### config.mk
export PLATFORM = sky130hd
export DESIGN_NAME = sfic_ctrl
export DESIGN_NICKNAME = d
export VERILOG_FILES = /design/src/hdl/sfic_pkg.sv /design/src/hdl/sfic_ctrl.sv /design/src/hdl/sfic_sample_buf.sv
export SDC_FILE = /design/constraint.sdc
export NUM_CORES = 2
export LEC_CHECK = 0
export ABC_AREA = 1
export BUFFER_PORTS_ARGS = -buffer_cell sky130_fd_sc_hd__buf_4
export CORE_MARGIN = 2
export CORE_UTILIZATION = 25
export CTS_CLUSTER_DIAMETER = 50
export DETAILED_ROUTE_END_ITERATION = 8
export GPL_ROUTABILITY_DRIVEN = 0
export PLACE_DENSITY = 0.48
export SLEW_MARGIN = 30
export SYNTH_ARGS = -nofsm -noshare
export SYNTH_HDL_FRONTEND = slang
export SYNTH_HIERARCHICAL = 1
export SYNTH_SLANG_ARGS = --single-unit
### constraint.sdc
create_clock -name clk_i -period 263.4 [get_ports clk_i]
set_input_delay 65.85 -clock clk_i [delete_from_list [all_inputs] [get_ports clk_i]]
set_output_delay 65.85 -clock clk_i [all_outputs]
set_load 0.1 [all_outputs]
### src/hdl/sfic_pkg.sv
package sfic_pkg;

    // ------------------------------------------------------------
    // Register addresses
    // ------------------------------------------------------------
    localparam logic [7:0] SFIC_ADDR_XL = 8'h02;
    localparam logic [7:0] SFIC_ADDR_XH = 8'h03;
    localparam logic [7:0] SFIC_ADDR_YL = 8'h04;
    localparam logic [7:0] SFIC_ADDR_YH = 8'h05;
    localparam logic [7:0] SFIC_ADDR_ZL = 8'h06;
    localparam logic [7:0] SFIC_ADDR_ZH = 8'h07;
    localparam logic [7:0] SFIC_ADDR_STATUS = 8'h08;
    localparam logic [7:0] SFIC_ADDR_RANGE = 8'h15;
    localparam logic [7:0] SFIC_ADDR_BUF = 8'h16;
    localparam logic [7:0] SFIC_ADDR_IRQ = 8'h17;

    // ------------------------------------------------------------
    // Reset values and masks
    // ------------------------------------------------------------
    localparam logic [7:0] SFIC_RANGE_RST = 8'h00;
    localparam logic [7:0] SFIC_BUF_RST = 8'h00;
    localparam logic [7:0] SFIC_IRQ_RST = 8'h00;
    localparam logic [7:0] SFIC_RANGE_MASK = 8'h77;

    // ------------------------------------------------------------
    // Field positions
    // ------------------------------------------------------------
    localparam int SFIC_WSEL_LSB = 0;
    localparam int SFIC_FS_LSB = 4;
    localparam int SFIC_MARK_LSB = 0;
    localparam int SFIC_BUF_STOP = 5;
    localparam int SFIC_BUF_EN = 6;
    localparam int SFIC_BUF_CLR = 7;
    localparam int SFIC_IRQ_PP = 0;
    localparam int SFIC_IRQ_POL = 1;
    localparam int SFIC_IRQ_WAKE = 2;
    localparam int SFIC_IRQ_NEW = 3;
    localparam int SFIC_IRQ_EMPTY = 4;
    localparam int SFIC_IRQ_FULL = 5;
    localparam int SFIC_IRQ_LEVEL = 6;
    localparam int SFIC_IRQ_SPLIT = 7;
    localparam int SFIC_ST_EMPTY = 0;
    localparam int SFIC_ST_FULL = 1;
    localparam int SFIC_ST_LEVEL = 2;
    localparam int SFIC_ST_NEW = 3;
    localparam int SFIC_ST_WAKE = 4;
    localparam int SFIC_ST_SPLIT = 5;

    // ------------------------------------------------------------
    // Widths, width codes and range codes
    // ------------------------------------------------------------
    localparam int SFIC_RAW_W = 14;
    localparam int SFIC_RES_W = 16;
    localparam int SFIC_ENTRY_W = 12;
    localparam int SFIC_DEPTH = 32;
    localparam logic [2:0] SFIC_WC6 = 3'h0;
    localparam logic [2:0] SFIC_WC7 = 3'h1;
    localparam logic [2:0] SFIC_WC8 = 3'h2;
    localparam logic [2:0] SFIC_WC10 = 3'h3;
    localparam logic [2:0] SFIC_WC12 = 3'h4;
    localparam logic [2:0] SFIC_WC14 = 3'h5;
    localparam logic [3:0] SFIC_SH6 = 4'h8;
    localparam logic [3:0] SFIC_SH7 = 4'h7;
    localparam logic [3:0] SFIC_SH8 = 4'h6;
    localparam logic [3:0] SFIC_SH10 = 4'h4;
    localparam logic [3:0] SFIC_SH12 = 4'h2;
    localparam logic [3:0] SFIC_SH14 = 4'h0;
    localparam logic [4:0] SFIC_B6 = 5'h06;
    localparam logic [4:0] SFIC_B7 = 5'h07;
    localparam logic [4:0] SFIC_B8 = 5'h08;
    localparam logic [4:0] SFIC_B10 = 5'h0A;
    localparam logic [4:0] SFIC_B12 = 5'h0C;
    localparam logic [4:0] SFIC_B14 = 5'h0E;
    localparam logic [2:0] SFIC_FS2 = 3'h0;
    localparam logic [2:0] SFIC_FS4 = 3'h1;
    localparam logic [2:0] SFIC_FS8 = 3'h2;
    localparam logic [2:0] SFIC_FS16 = 3'h3;
    localparam logic [2:0] SFIC_FS12 = 3'h4;
    localparam logic [4:0] SFIC_G2 = 5'h02;
    localparam logic [4:0] SFIC_G4 = 5'h04;
    localparam logic [4:0] SFIC_G8 = 5'h08;
    localparam logic [4:0] SFIC_G16 = 5'h10;
    localparam logic [4:0] SFIC_G12 = 5'h0C;
    localparam logic [4:0] SFIC_G_NONE = 5'h00;

endpackage

### src/hdl/sfic_ctrl.sv
// Overview of operation
// - Width field picks 6, 7, 8, 10, 12 or 14 bit samples; 110, 111 reserved.
// - With buffer enabled, width code 101 yields twelve-bit samples.
// - Full-scale field decodes 2, 4, 8, 16, 12 g; codes 101-111 reserved.
// - Axis results are sign-extended two's complement at addresses 02h to 07h.
// - Stop bit clear: keep storing samples while space remains.
// - Stop bit set: drop samples once count reaches a nonzero level mark.
// - Buffer events, mark and mode act only when buffer enable is set.
// - Disabled buffer: samples go to results; enabled: samples go into buffer.
// - Status register shows buffer default flags while buffer is disabled.
// - Clear bit asynchronously empties pointers and zeroes buffer contents.
// - Drive bit selects open-drain (0) or push-pull (1) request pin.
// - Polarity bit selects active-low (0) or active-high (1) request.
// - Wake enable raises request on sniff-to-continuous-wake transition.
// - New-sample enable raises request when a sample is written.
// - Empty enable raises request only when stored count is zero.
// - Full enable raises request only when stored count is 32.
// - Level enable raises request when stored count reaches a nonzero mark.
// - Split enable raises request on sniff activity in split-wake mode only.
`timescale 1ns/1ps
module sfic_ctrl
    import sfic_pkg::*;
#(
    parameter int DEPTH = SFIC_DEPTH
) (
    input wire logic clk_i,
    input wire logic rstn_i,
    input wire logic [7:0] reg_addr_i,
    input wire logic reg_wr_i,
    input wire logic [7:0] reg_wdata_i,
    input wire logic reg_rd_i,
    output logic [7:0] reg_rdata_o,
    input wire logic sample_valid_i,
    input wire logic [SFIC_RAW_W-1:0] sample_x_i,
    input wire logic [SFIC_RAW_W-1:0] sample_y_i,
    input wire logic [SFIC_RAW_W-1:0] sample_z_i,
    input wire logic continuous_wake_entry_i,
    input wire logic sniff_activity_i,
    input wire logic split_wake_mode_i,
    output logic [4:0] sample_bits_o,
    output logic [4:0] full_scale_g_o,
    output logic irq_pin_n_o,
    output logic irq_pin_n_oe_n_o
);
    localparam int CW = $clog2(DEPTH) + 1;
    localparam int EW = 3 * SFIC_ENTRY_W;

    logic [7:0] range_q, range_d, bctl_q, bctl_d, ictl_q, ictl_d;
    logic [SFIC_RES_W-1:0] res_q [3];
    logic [SFIC_RES_W-1:0] res_d [3];
    logic [SFIC_RES_W-1:0] trunc [3];
    logic [SFIC_RES_W-1:0] head [3];
    logic [SFIC_RAW_W-1:0] raw [3];
    logic [EW-1:0] buf_wdata, buf_rdata;
    logic [CW-1:0] count;
    logic [2:0] sample_width_sel;
    logic [4:0] buffer_level_mark;
    logic buf_en, stop_mode, buf_rstn, push, pop, written;
    logic empty, full, level_hit, irq_push_pull, irq_polarity_high;
    logic irq_en_new_sample, irq_en_buffer_level, irq_en_split_activity;
    logic new_q, new_d, wake_q, wake_d, split_q, split_d, st_rd, irq_any;
    logic [3:0] shift;
    logic [4:0] bits_d, bits_q, fs_d, fs_q;
    logic [7:0] rdata_d, rdata_q, status;
    logic pin_d, pin_q, oe_n_d, oe_n_q;

    // ------------------------------------------------------------
    // Control fields
    // ------------------------------------------------------------
    assign sample_width_sel = range_q[SFIC_WSEL_LSB +: 3];
    assign buffer_level_mark = bctl_q[SFIC_MARK_LSB +: 5];
    assign buf_en = bctl_q[SFIC_BUF_EN];
    assign stop_mode = buf_en && bctl_q[SFIC_BUF_STOP];
    assign irq_push_pull = ictl_q[SFIC_IRQ_PP];
    assign irq_polarity_high = ictl_q[SFIC_IRQ_POL];
    assign irq_en_new_sample = ictl_q[SFIC_IRQ_NEW];
    assign irq_en_buffer_level = ictl_q[SFIC_IRQ_LEVEL];
    assign irq_en_split_activity = ictl_q[SFIC_IRQ_SPLIT];
    assign buf_rstn = rstn_i && !bctl_q[SFIC_BUF_CLR];
    assign raw[0] = sample_x_i;
    assign raw[1] = sample_y_i;
    assign raw[2] = sample_z_i;

    // ------------------------------------------------------------
    // Width and range decode
    // ------------------------------------------------------------
    always_comb
    begin
        case (sample_width_sel)
            SFIC_WC6: begin shift = SFIC_SH6; bits_d = SFIC_B6; end
            SFIC_WC7: begin shift = SFIC_SH7; bits_d = SFIC_B7; end
            SFIC_WC8: begin shift = SFIC_SH8; bits_d = SFIC_B8; end
            SFIC_WC10: begin shift = SFIC_SH10; bits_d = SFIC_B10; end
            SFIC_WC12: begin shift = SFIC_SH12; bits_d = SFIC_B12; end
            SFIC_WC14:
            begin
                shift = buf_en ? SFIC_SH12 : SFIC_SH14;
                bits_d = buf_en ? SFIC_B12 : SFIC_B14;
            end
            default: begin shift = SFIC_SH6; bits_d = SFIC_B6; end
        endcase
        case (range_q[SFIC_FS_LSB +: 3])
            SFIC_FS2: fs_d = SFIC_G2;
            SFIC_FS4: fs_d = SFIC_G4;
            SFIC_FS8: fs_d = SFIC_G8;
            SFIC_FS16: fs_d = SFIC_G16;
            SFIC_FS12: fs_d = SFIC_G12;
            default: fs_d = SFIC_G_NONE;
        endcase
    end

    // ------------------------------------------------------------
    // Sample formatting and buffer path
    // ------------------------------------------------------------
    for (genvar a = 0; a < 3; a++)
    begin : g_axis
        logic signed [SFIC_RAW_W-1:0] sh;
        assign sh = $signed(raw[a]) >>> shift;
        assign trunc[a] = {{(SFIC_RES_W-SFIC_RAW_W){sh[SFIC_RAW_W-1]}}, sh};
        assign buf_wdata[a*SFIC_ENTRY_W +: SFIC_ENTRY_W] = sh[SFIC_ENTRY_W-1:0];
        assign head[a] = {{(SFIC_RES_W-SFIC_ENTRY_W)
            {buf_rdata[a*SFIC_ENTRY_W+SFIC_ENTRY_W-1]}},
            buf_rdata[a*SFIC_ENTRY_W +: SFIC_ENTRY_W]};
    end

    assign empty = (count == '0);
    assign full = (count == CW'(DEPTH));
    assign level_hit = (buffer_level_mark != '0) && (count >= CW'(buffer_level_mark));
    assign push = buf_en && sample_valid_i && !full && !(stop_mode && level_hit);
    assign pop = buf_en && reg_rd_i && (reg_addr_i == SFIC_ADDR_ZH);
    assign written = push || (!buf_en && sample_valid_i);

    sfic_sample_buf #(
        .WIDTH(EW),
        .DEPTH(DEPTH)
    ) u_buf (
        .clk_i(clk_i),
        .rstn_i(buf_rstn),
        .push_i(push),
        .pop_i(pop),
        .wdata_i(buf_wdata),
        .rdata_o(buf_rdata),
        .count_o(count)
    );

    // ------------------------------------------------------------
    // Registers, results and sticky events
    // ------------------------------------------------------------
    assign st_rd = reg_rd_i && (reg_addr_i == SFIC_ADDR_STATUS);

    always_comb
    begin
        range_d = range_q;
        bctl_d = bctl_q;
        ictl_d = ictl_q;
        if (reg_wr_i)
        begin
            case (reg_addr_i)
                SFIC_ADDR_RANGE: range_d = reg_wdata_i & SFIC_RANGE_MASK;
                SFIC_ADDR_BUF: bctl_d = reg_wdata_i;
                SFIC_ADDR_IRQ: ictl_d = reg_wdata_i;
                default: ;
            endcase
        end
        for (int i = 0; i < 3; i++)
            res_d[i] = (!buf_en && sample_valid_i) ? trunc[i] : res_q[i];
        new_d = written || (new_q && !st_rd);
        wake_d = continuous_wake_entry_i || (wake_q && !st_rd);
        split_d = (sniff_activity_i && split_wake_mode_i) || (split_q && !st_rd);
    end

    always_ff @(posedge clk_i or negedge rstn_i)
    begin
        if (!rstn_i)
        begin
            range_q <= SFIC_RANGE_RST;
            bctl_q <= SFIC_BUF_RST;
            ictl_q <= SFIC_IRQ_RST;
            for (int i = 0; i < 3; i++)
                res_q[i] <= '0;
            new_q <= 1'b0;
            wake_q <= 1'b0;
            split_q <= 1'b0;
        end
        else
        begin
            range_q <= range_d;
            bctl_q <= bctl_d;
            ictl_q <= ictl_d;
            res_q <= res_d;
            new_q <= new_d;
            wake_q <= wake_d;
            split_q <= split_d;
        end
    end

    // ------------------------------------------------------------
    // Read data, request pin and decoded outputs
    // ------------------------------------------------------------
    always_comb
    begin
        status = '0;
        status[SFIC_ST_EMPTY] = buf_en ? empty : 1'b1;
        status[SFIC_ST_FULL] = buf_en && full;
        status[SFIC_ST_LEVEL] = buf_en && level_hit;
        status[SFIC_ST_NEW] = new_q;
        status[SFIC_ST_WAKE] = wake_q;
        status[SFIC_ST_SPLIT] = split_q;
        rdata_d = rdata_q;
        if (reg_rd_i)
        begin
            case (reg_addr_i)
                SFIC_ADDR_XL: rdata_d = buf_en ? head[0][7:0] : res_q[0][7:0];
                SFIC_ADDR_XH: rdata_d = buf_en ? head[0][15:8] : res_q[0][15:8];
                SFIC_ADDR_YL: rdata_d = buf_en ? head[1][7:0] : res_q[1][7:0];
                SFIC_ADDR_YH: rdata_d = buf_en ? head[1][15:8] : res_q[1][15:8];
                SFIC_ADDR_ZL: rdata_d = buf_en ? head[2][7:0] : res_q[2][7:0];
                SFIC_ADDR_ZH: rdata_d = buf_en ? head[2][15:8] : res_q[2][15:8];
                SFIC_ADDR_STATUS: rdata_d = status;
                SFIC_ADDR_RANGE: rdata_d = range_q;
                SFIC_ADDR_BUF: rdata_d = bctl_q;
                SFIC_ADDR_IRQ: rdata_d = ictl_q;
                default: rdata_d = '0;
            endcase
        end
        irq_any = (irq_en_new_sample && new_q)
            || (ictl_q[SFIC_IRQ_WAKE] && wake_q)
            || (irq_en_split_activity && split_q)
            || (buf_en && ictl_q[SFIC_IRQ_EMPTY] && empty)
            || (buf_en && ictl_q[SFIC_IRQ_FULL] && full)
            || (buf_en && irq_en_buffer_level && level_hit);
        pin_d = irq_polarity_high ? irq_any : !irq_any;
        oe_n_d = irq_push_pull ? 1'b0 : pin_d;
        if (!irq_push_pull)
            pin_d = 1'b0;
    end

    always_ff @(posedge clk_i or negedge rstn_i)
    begin
        if (!rstn_i)
        begin
            rdata_q <= '0;
            pin_q <= 1'b0;
            oe_n_q <= 1'b1;
            bits_q <= SFIC_B6;
            fs_q <= SFIC_G2;
        end
        else
        begin
            rdata_q <= rdata_d;
            pin_q <= pin_d;
            oe_n_q <= oe_n_d;
            bits_q <= bits_d;
            fs_q <= fs_d;
        end
    end

    assign reg_rdata_o = rdata_q;
    assign irq_pin_n_o = pin_q;
    assign irq_pin_n_oe_n_o = oe_n_q;
    assign sample_bits_o = bits_q;
    assign full_scale_g_o = fs_q;
endmodule

### src/hdl/sfic_sample_buf.sv
`timescale 1ns/1ps
module sfic_sample_buf #(
    parameter int WIDTH = 36,
    parameter int DEPTH = 32
) (
    input wire logic clk_i,
    input wire logic rstn_i,
    input wire logic push_i,
    input wire logic pop_i,
    input wire logic [WIDTH-1:0] wdata_i,
    output logic [WIDTH-1:0] rdata_o,
    output logic [$clog2(DEPTH):0] count_o
);
    localparam int AW = $clog2(DEPTH);

    logic [WIDTH-1:0] mem_q [DEPTH];
    logic [AW-1:0] wr_q, wr_d, rd_q, rd_d;
    logic [AW:0] cnt_q, cnt_d;
    logic do_push, do_pop;

    // ------------------------------------------------------------
    // Pointers and count
    // ------------------------------------------------------------
    always_comb
    begin
        do_push = push_i && (cnt_q != (AW+1)'(DEPTH));
        do_pop = pop_i && (cnt_q != '0);
        wr_d = do_push ? wr_q + 1'b1 : wr_q;
        rd_d = do_pop ? rd_q + 1'b1 : rd_q;
        cnt_d = cnt_q + (AW+1)'(do_push) - (AW+1)'(do_pop);
    end

    always_ff @(posedge clk_i or negedge rstn_i)
    begin
        if (!rstn_i)
        begin
            wr_q <= '0;
            rd_q <= '0;
            cnt_q <= '0;
        end
        else
        begin
            wr_q <= wr_d;
            rd_q <= rd_d;
            cnt_q <= cnt_d;
        end
    end

    // ------------------------------------------------------------
    // Storage, zeroed by the buffer reset
    // ------------------------------------------------------------
    for (genvar i = 0; i < DEPTH; i++)
    begin : g_entry
        logic [WIDTH-1:0] ent_d;
        always_comb
        begin
            ent_d = (do_push && wr_q == AW'(i)) ? wdata_i : mem_q[i];
        end
        always_ff @(posedge clk_i or negedge rstn_i)
        begin
            if (!rstn_i)
                mem_q[i] <= '0;
            else
                mem_q[i] <= ent_d;
        end
    end

    assign rdata_o = mem_q[rd_q];
    assign count_o = cnt_q;
endmodule

==> summary.md <==
| Metric | Value |
|---|---|
| Outcome | `completed` |
| Critical Path RT | `roughly 260 ns` |
| Detailed Place HPWL | `approximately 120 mm` |
| Synth Area in Compound Gates | `between 10% and 20%` |
| Area Overhead vs Synth | `14.6%` |
| CTS tree | `done` |
| Resized cells post-CTS | `0` |
| Initial antenna violation count | `1` |
| Setup violators final | `0` |
| Die span in y | `~500 µm` |
| Post-Syn Area | `~62000 µm²` |
| # rows | `between 150 and 200` |
| Die Width | `between 500 and 600 µm` |
| Critical Path Source Type | `input pin` |
| YS warnings | `6` |
| Clock slew seen by the registers of the worst setup and hold paths | `roughly 0.050 ns` |
| Post-CTS Setup Repair Bufs | `0` |
| Mux cell area share after synthesis | `less than 1%` |
| Grt ovf | `0` |
| Tcrit/Tclk final | `around a quarter` |
| Antenna Cells | `0` |
| Normalized max-slew margin | `~28%` |
| TNS Setup | `0 ns` |
| Dominant synthesized flop cell | `dfrtp_1` |
| RR Endpoint | `reg_rdata_o[3]` |
| Leakage dissipation | `about 33 nW` |
| Via count | `about 54k` |
| Hold Fails Final Rpt | `0` |
| Fin nets | `around 8.2k` |
| Final Max Slew Viols | `0` |
| Synth Area in XOR/XNOR | `less than 1%` |
| Num CTS Buffers | `between 150 and 200` |
| Routed WL per cell | `~19 µm` |
| DP Cell Count | `between 10k and 15k` |
| Total die area | `roughly 250000 µm²` |
| Worst reg2reg path depth | `19` |
| CTS H-tree depth | `4` |
| Vias in the first global route | `51.9k` |
| 1st-iter DRT viols | `a little over 5k` |
| Fmax | `0.0147 GHz` |
| Router iterations before antenna repair | `6` |
| Worst VDD drop | `~5.5 µV` |
| Max Cap Viol | `0` |
| FF/Latch Area | `31400 µm²` |
| Crit. End Element | `asynchronous set/reset pin` |
| Share of cells above drive strength 1 | `6.53%` |
| Fin crit period | `around 68 ns` |
| Filler cells | `around 27k` |
| Syn avg cell area | `~7.4 µm²` |
| Hold Path Stages | `1` |
| Reg2reg start | `u_buf/rd_q[0]` |
| PwrDens | `roughly 7 nW/µm²` |
| Post-Synthesis Cells | `approximately 8.4k` |
| Reg2Reg Setup Slack | `257.65 ns` |
| Arrival time at the worst endpoint | `slightly below 70 ns` |
| Critical-path maximum fanout | `around 80` |
| Layout Skew | `around 0.040 ns` |
| Port bufs | `just over 80` |
| EDFF count, synth | `0` |
| Sink Count | `between 1k and 1.5k` |
| Vias/cell | `roughly 4.7` |
| Post-synthesis sequential area ratio | `around 51%` |
| Root buffer cell | `clkbuf_16` |
| Commonest non-fill, non-tap cells in the layout | `nand2_1, dfrtp_1, o21ai_0` |
| Post-Synth Simple-Gate Area | `between 20% and 30%` |
| Main combinational cell family by area after synthesis | `simple AND/OR/NAND/NOR gates` |
| CTS Hold Bufs | `0` |
| First-pass GRT wire length | `~340 mm` |
| Pin count of the biggest net entering global routing | `around 180` |
| Overall power | `0.497 mW` |
| Synth Area in Adders | `0.476%` |
| RSZ-0062 raised after global routing | `false` |
| Post-route ant nets | `0` |
| Area of the multi-input gates | `around 25000 µm²` |
| Setup ws final | `~200 ns` |
| Total track usage | `about 18%` |
| DR DRC count | `0` |
| Commonest non-fill, non-tap cell in the layout | `nand2_1` |
| Hold EP | `irq_pin_n_oe_n_o` |
| Clock Latency Late Sink | `a little over 0.8 ns` |
| Pre-CTS setup slack | `just under 200 ns` |
| Yosys reg bits | `approximately 1.3k` |
| Max Root-Sink Buffers | `3` |
| Critical path class | `in -> async` |
| Core area | `around 250000 µm²` |
| Finished Layout Cells | `11.5k` |
| Yosys cell types | `between 40 and 50` |
| Routed WL | `roughly 220 mm` |
| Ports | `86` |
| Hold Crit Class | `reg -> reg` |
| Worst Tran Pin Value | `between 1 and 1.5 ns` |
| HP Start | `ictl_q[0]` |
| Async SR Flop Fraction | `100%` |
| Initial Util | `around a quarter` |
synthesized netlist by cell type, drive strengths merged (2+ instances only):
cell    number  area share, %
a21oi       98           0.79
a31oi        2          0.020
and2        14           0.14
buf        318            2.6
clkbuf     309            1.9
dfrtp     1249             50
dfstp        4           0.17
ha          22           0.44
inv        735            4.5
mux2i        7           0.11
nand2     3271             20
nand3      837            6.8
nand3b       5          0.060
nand4       27           0.58
nor2       163            1.0
nor3         4          0.032
o211ai      39           0.47
o21ai     1228            9.9
o22ai        2          0.020
xor2        10           0.14
final cells by class:
class | count | area share, %
Tap cell | 3312 | 5.82
Sequential cell | 1253 | 44.1
Inverter | 736 | 3.93
Timing Repair Buffer | 167 | 2.01
Clock inverter | 82 | 1.79
Clock buffer | 231 | 6.78
Multi-Input combinational cell | 5741 | 35.6
cell families (layout without fill, tap and decap cells):
logic type               after synthesis  after routing
AO/OA/AOI/OAI                       1374           1374
XOR/XNOR                              11             11
adder cells (fa/ha/maj)               23             23
buffers and inverters               1363           1216
flip-flops                          1253           1253
multiplexers                           7              7
other                                  1              2
AND/OR/NAND/NOR                     4324           4324
report_power, final:
group / internal [mW] / total (mW) / switching (mW)
logic: 0.0113 / 0.0461 / 0.0348
clock network: 0.151 / 0.247 / 0.0958
registers: 0.200 / 0.204 / 0.00461
total: 0.362 / 0.497 / 0.135
flip-flops by register name, summed over array words and instances (netlist names), 5 cells and up:
signal and flops:
res_q 42, bctl_q 8, u_buf/mem_q 1152, range_q 6, ictl_q 8, u_buf/count_o 6, reg_rdata_o 8, u_buf/wr_q 5
u_buf/rd_q 5
layer usage:
metal  GRT usage (%)  up-vias  wire [µm]
met3            2.18      279      11400
met4            4.93        0       5760
met2            28.6     1530     103000
li1                -    25800          -
met5               0        -          0
met1            24.3    26300     103000
through the flow:
step           util, %  instance area [µm²]  hold WS, ns
2_1_floorplan        -                62100        0.389
3_3_place_gp      26.4                64900        0.406
3_5_place_dp      26.4                65000        0.407
4_1_cts           28.8                71100        0.421
5_1_grt           28.9                71200        0.443
6_report          28.9                71200        0.421
worst max-delay path: stages:
cell    delay, ns
buf_4        0.20
inv_1        0.10
nor2_4       0.09
buf_6        0.52
buf_4        0.79
buf_6        0.67
buf_6        0.63
how the worst max path moves through the flow:
stage / startpoint / to / slack, ns
6_report: rstn_i / u_buf/mem_q[730] / 195.24
5_1_grt: rstn_i / u_buf/mem_q[838] / 194.78
4_1_cts: rstn_i / u_buf/mem_q[147] / 194.44
3_5_place_dp: rstn_i / u_buf/mem_q[363] / 193.56
3_3_place_gp: rstn_i / u_buf/mem_q[1018] / 193.53
2_1_floorplan: rstn_i / u_buf/count_o[0] / 126.33
Note: power is estimated with default switching activity, not from simulation.
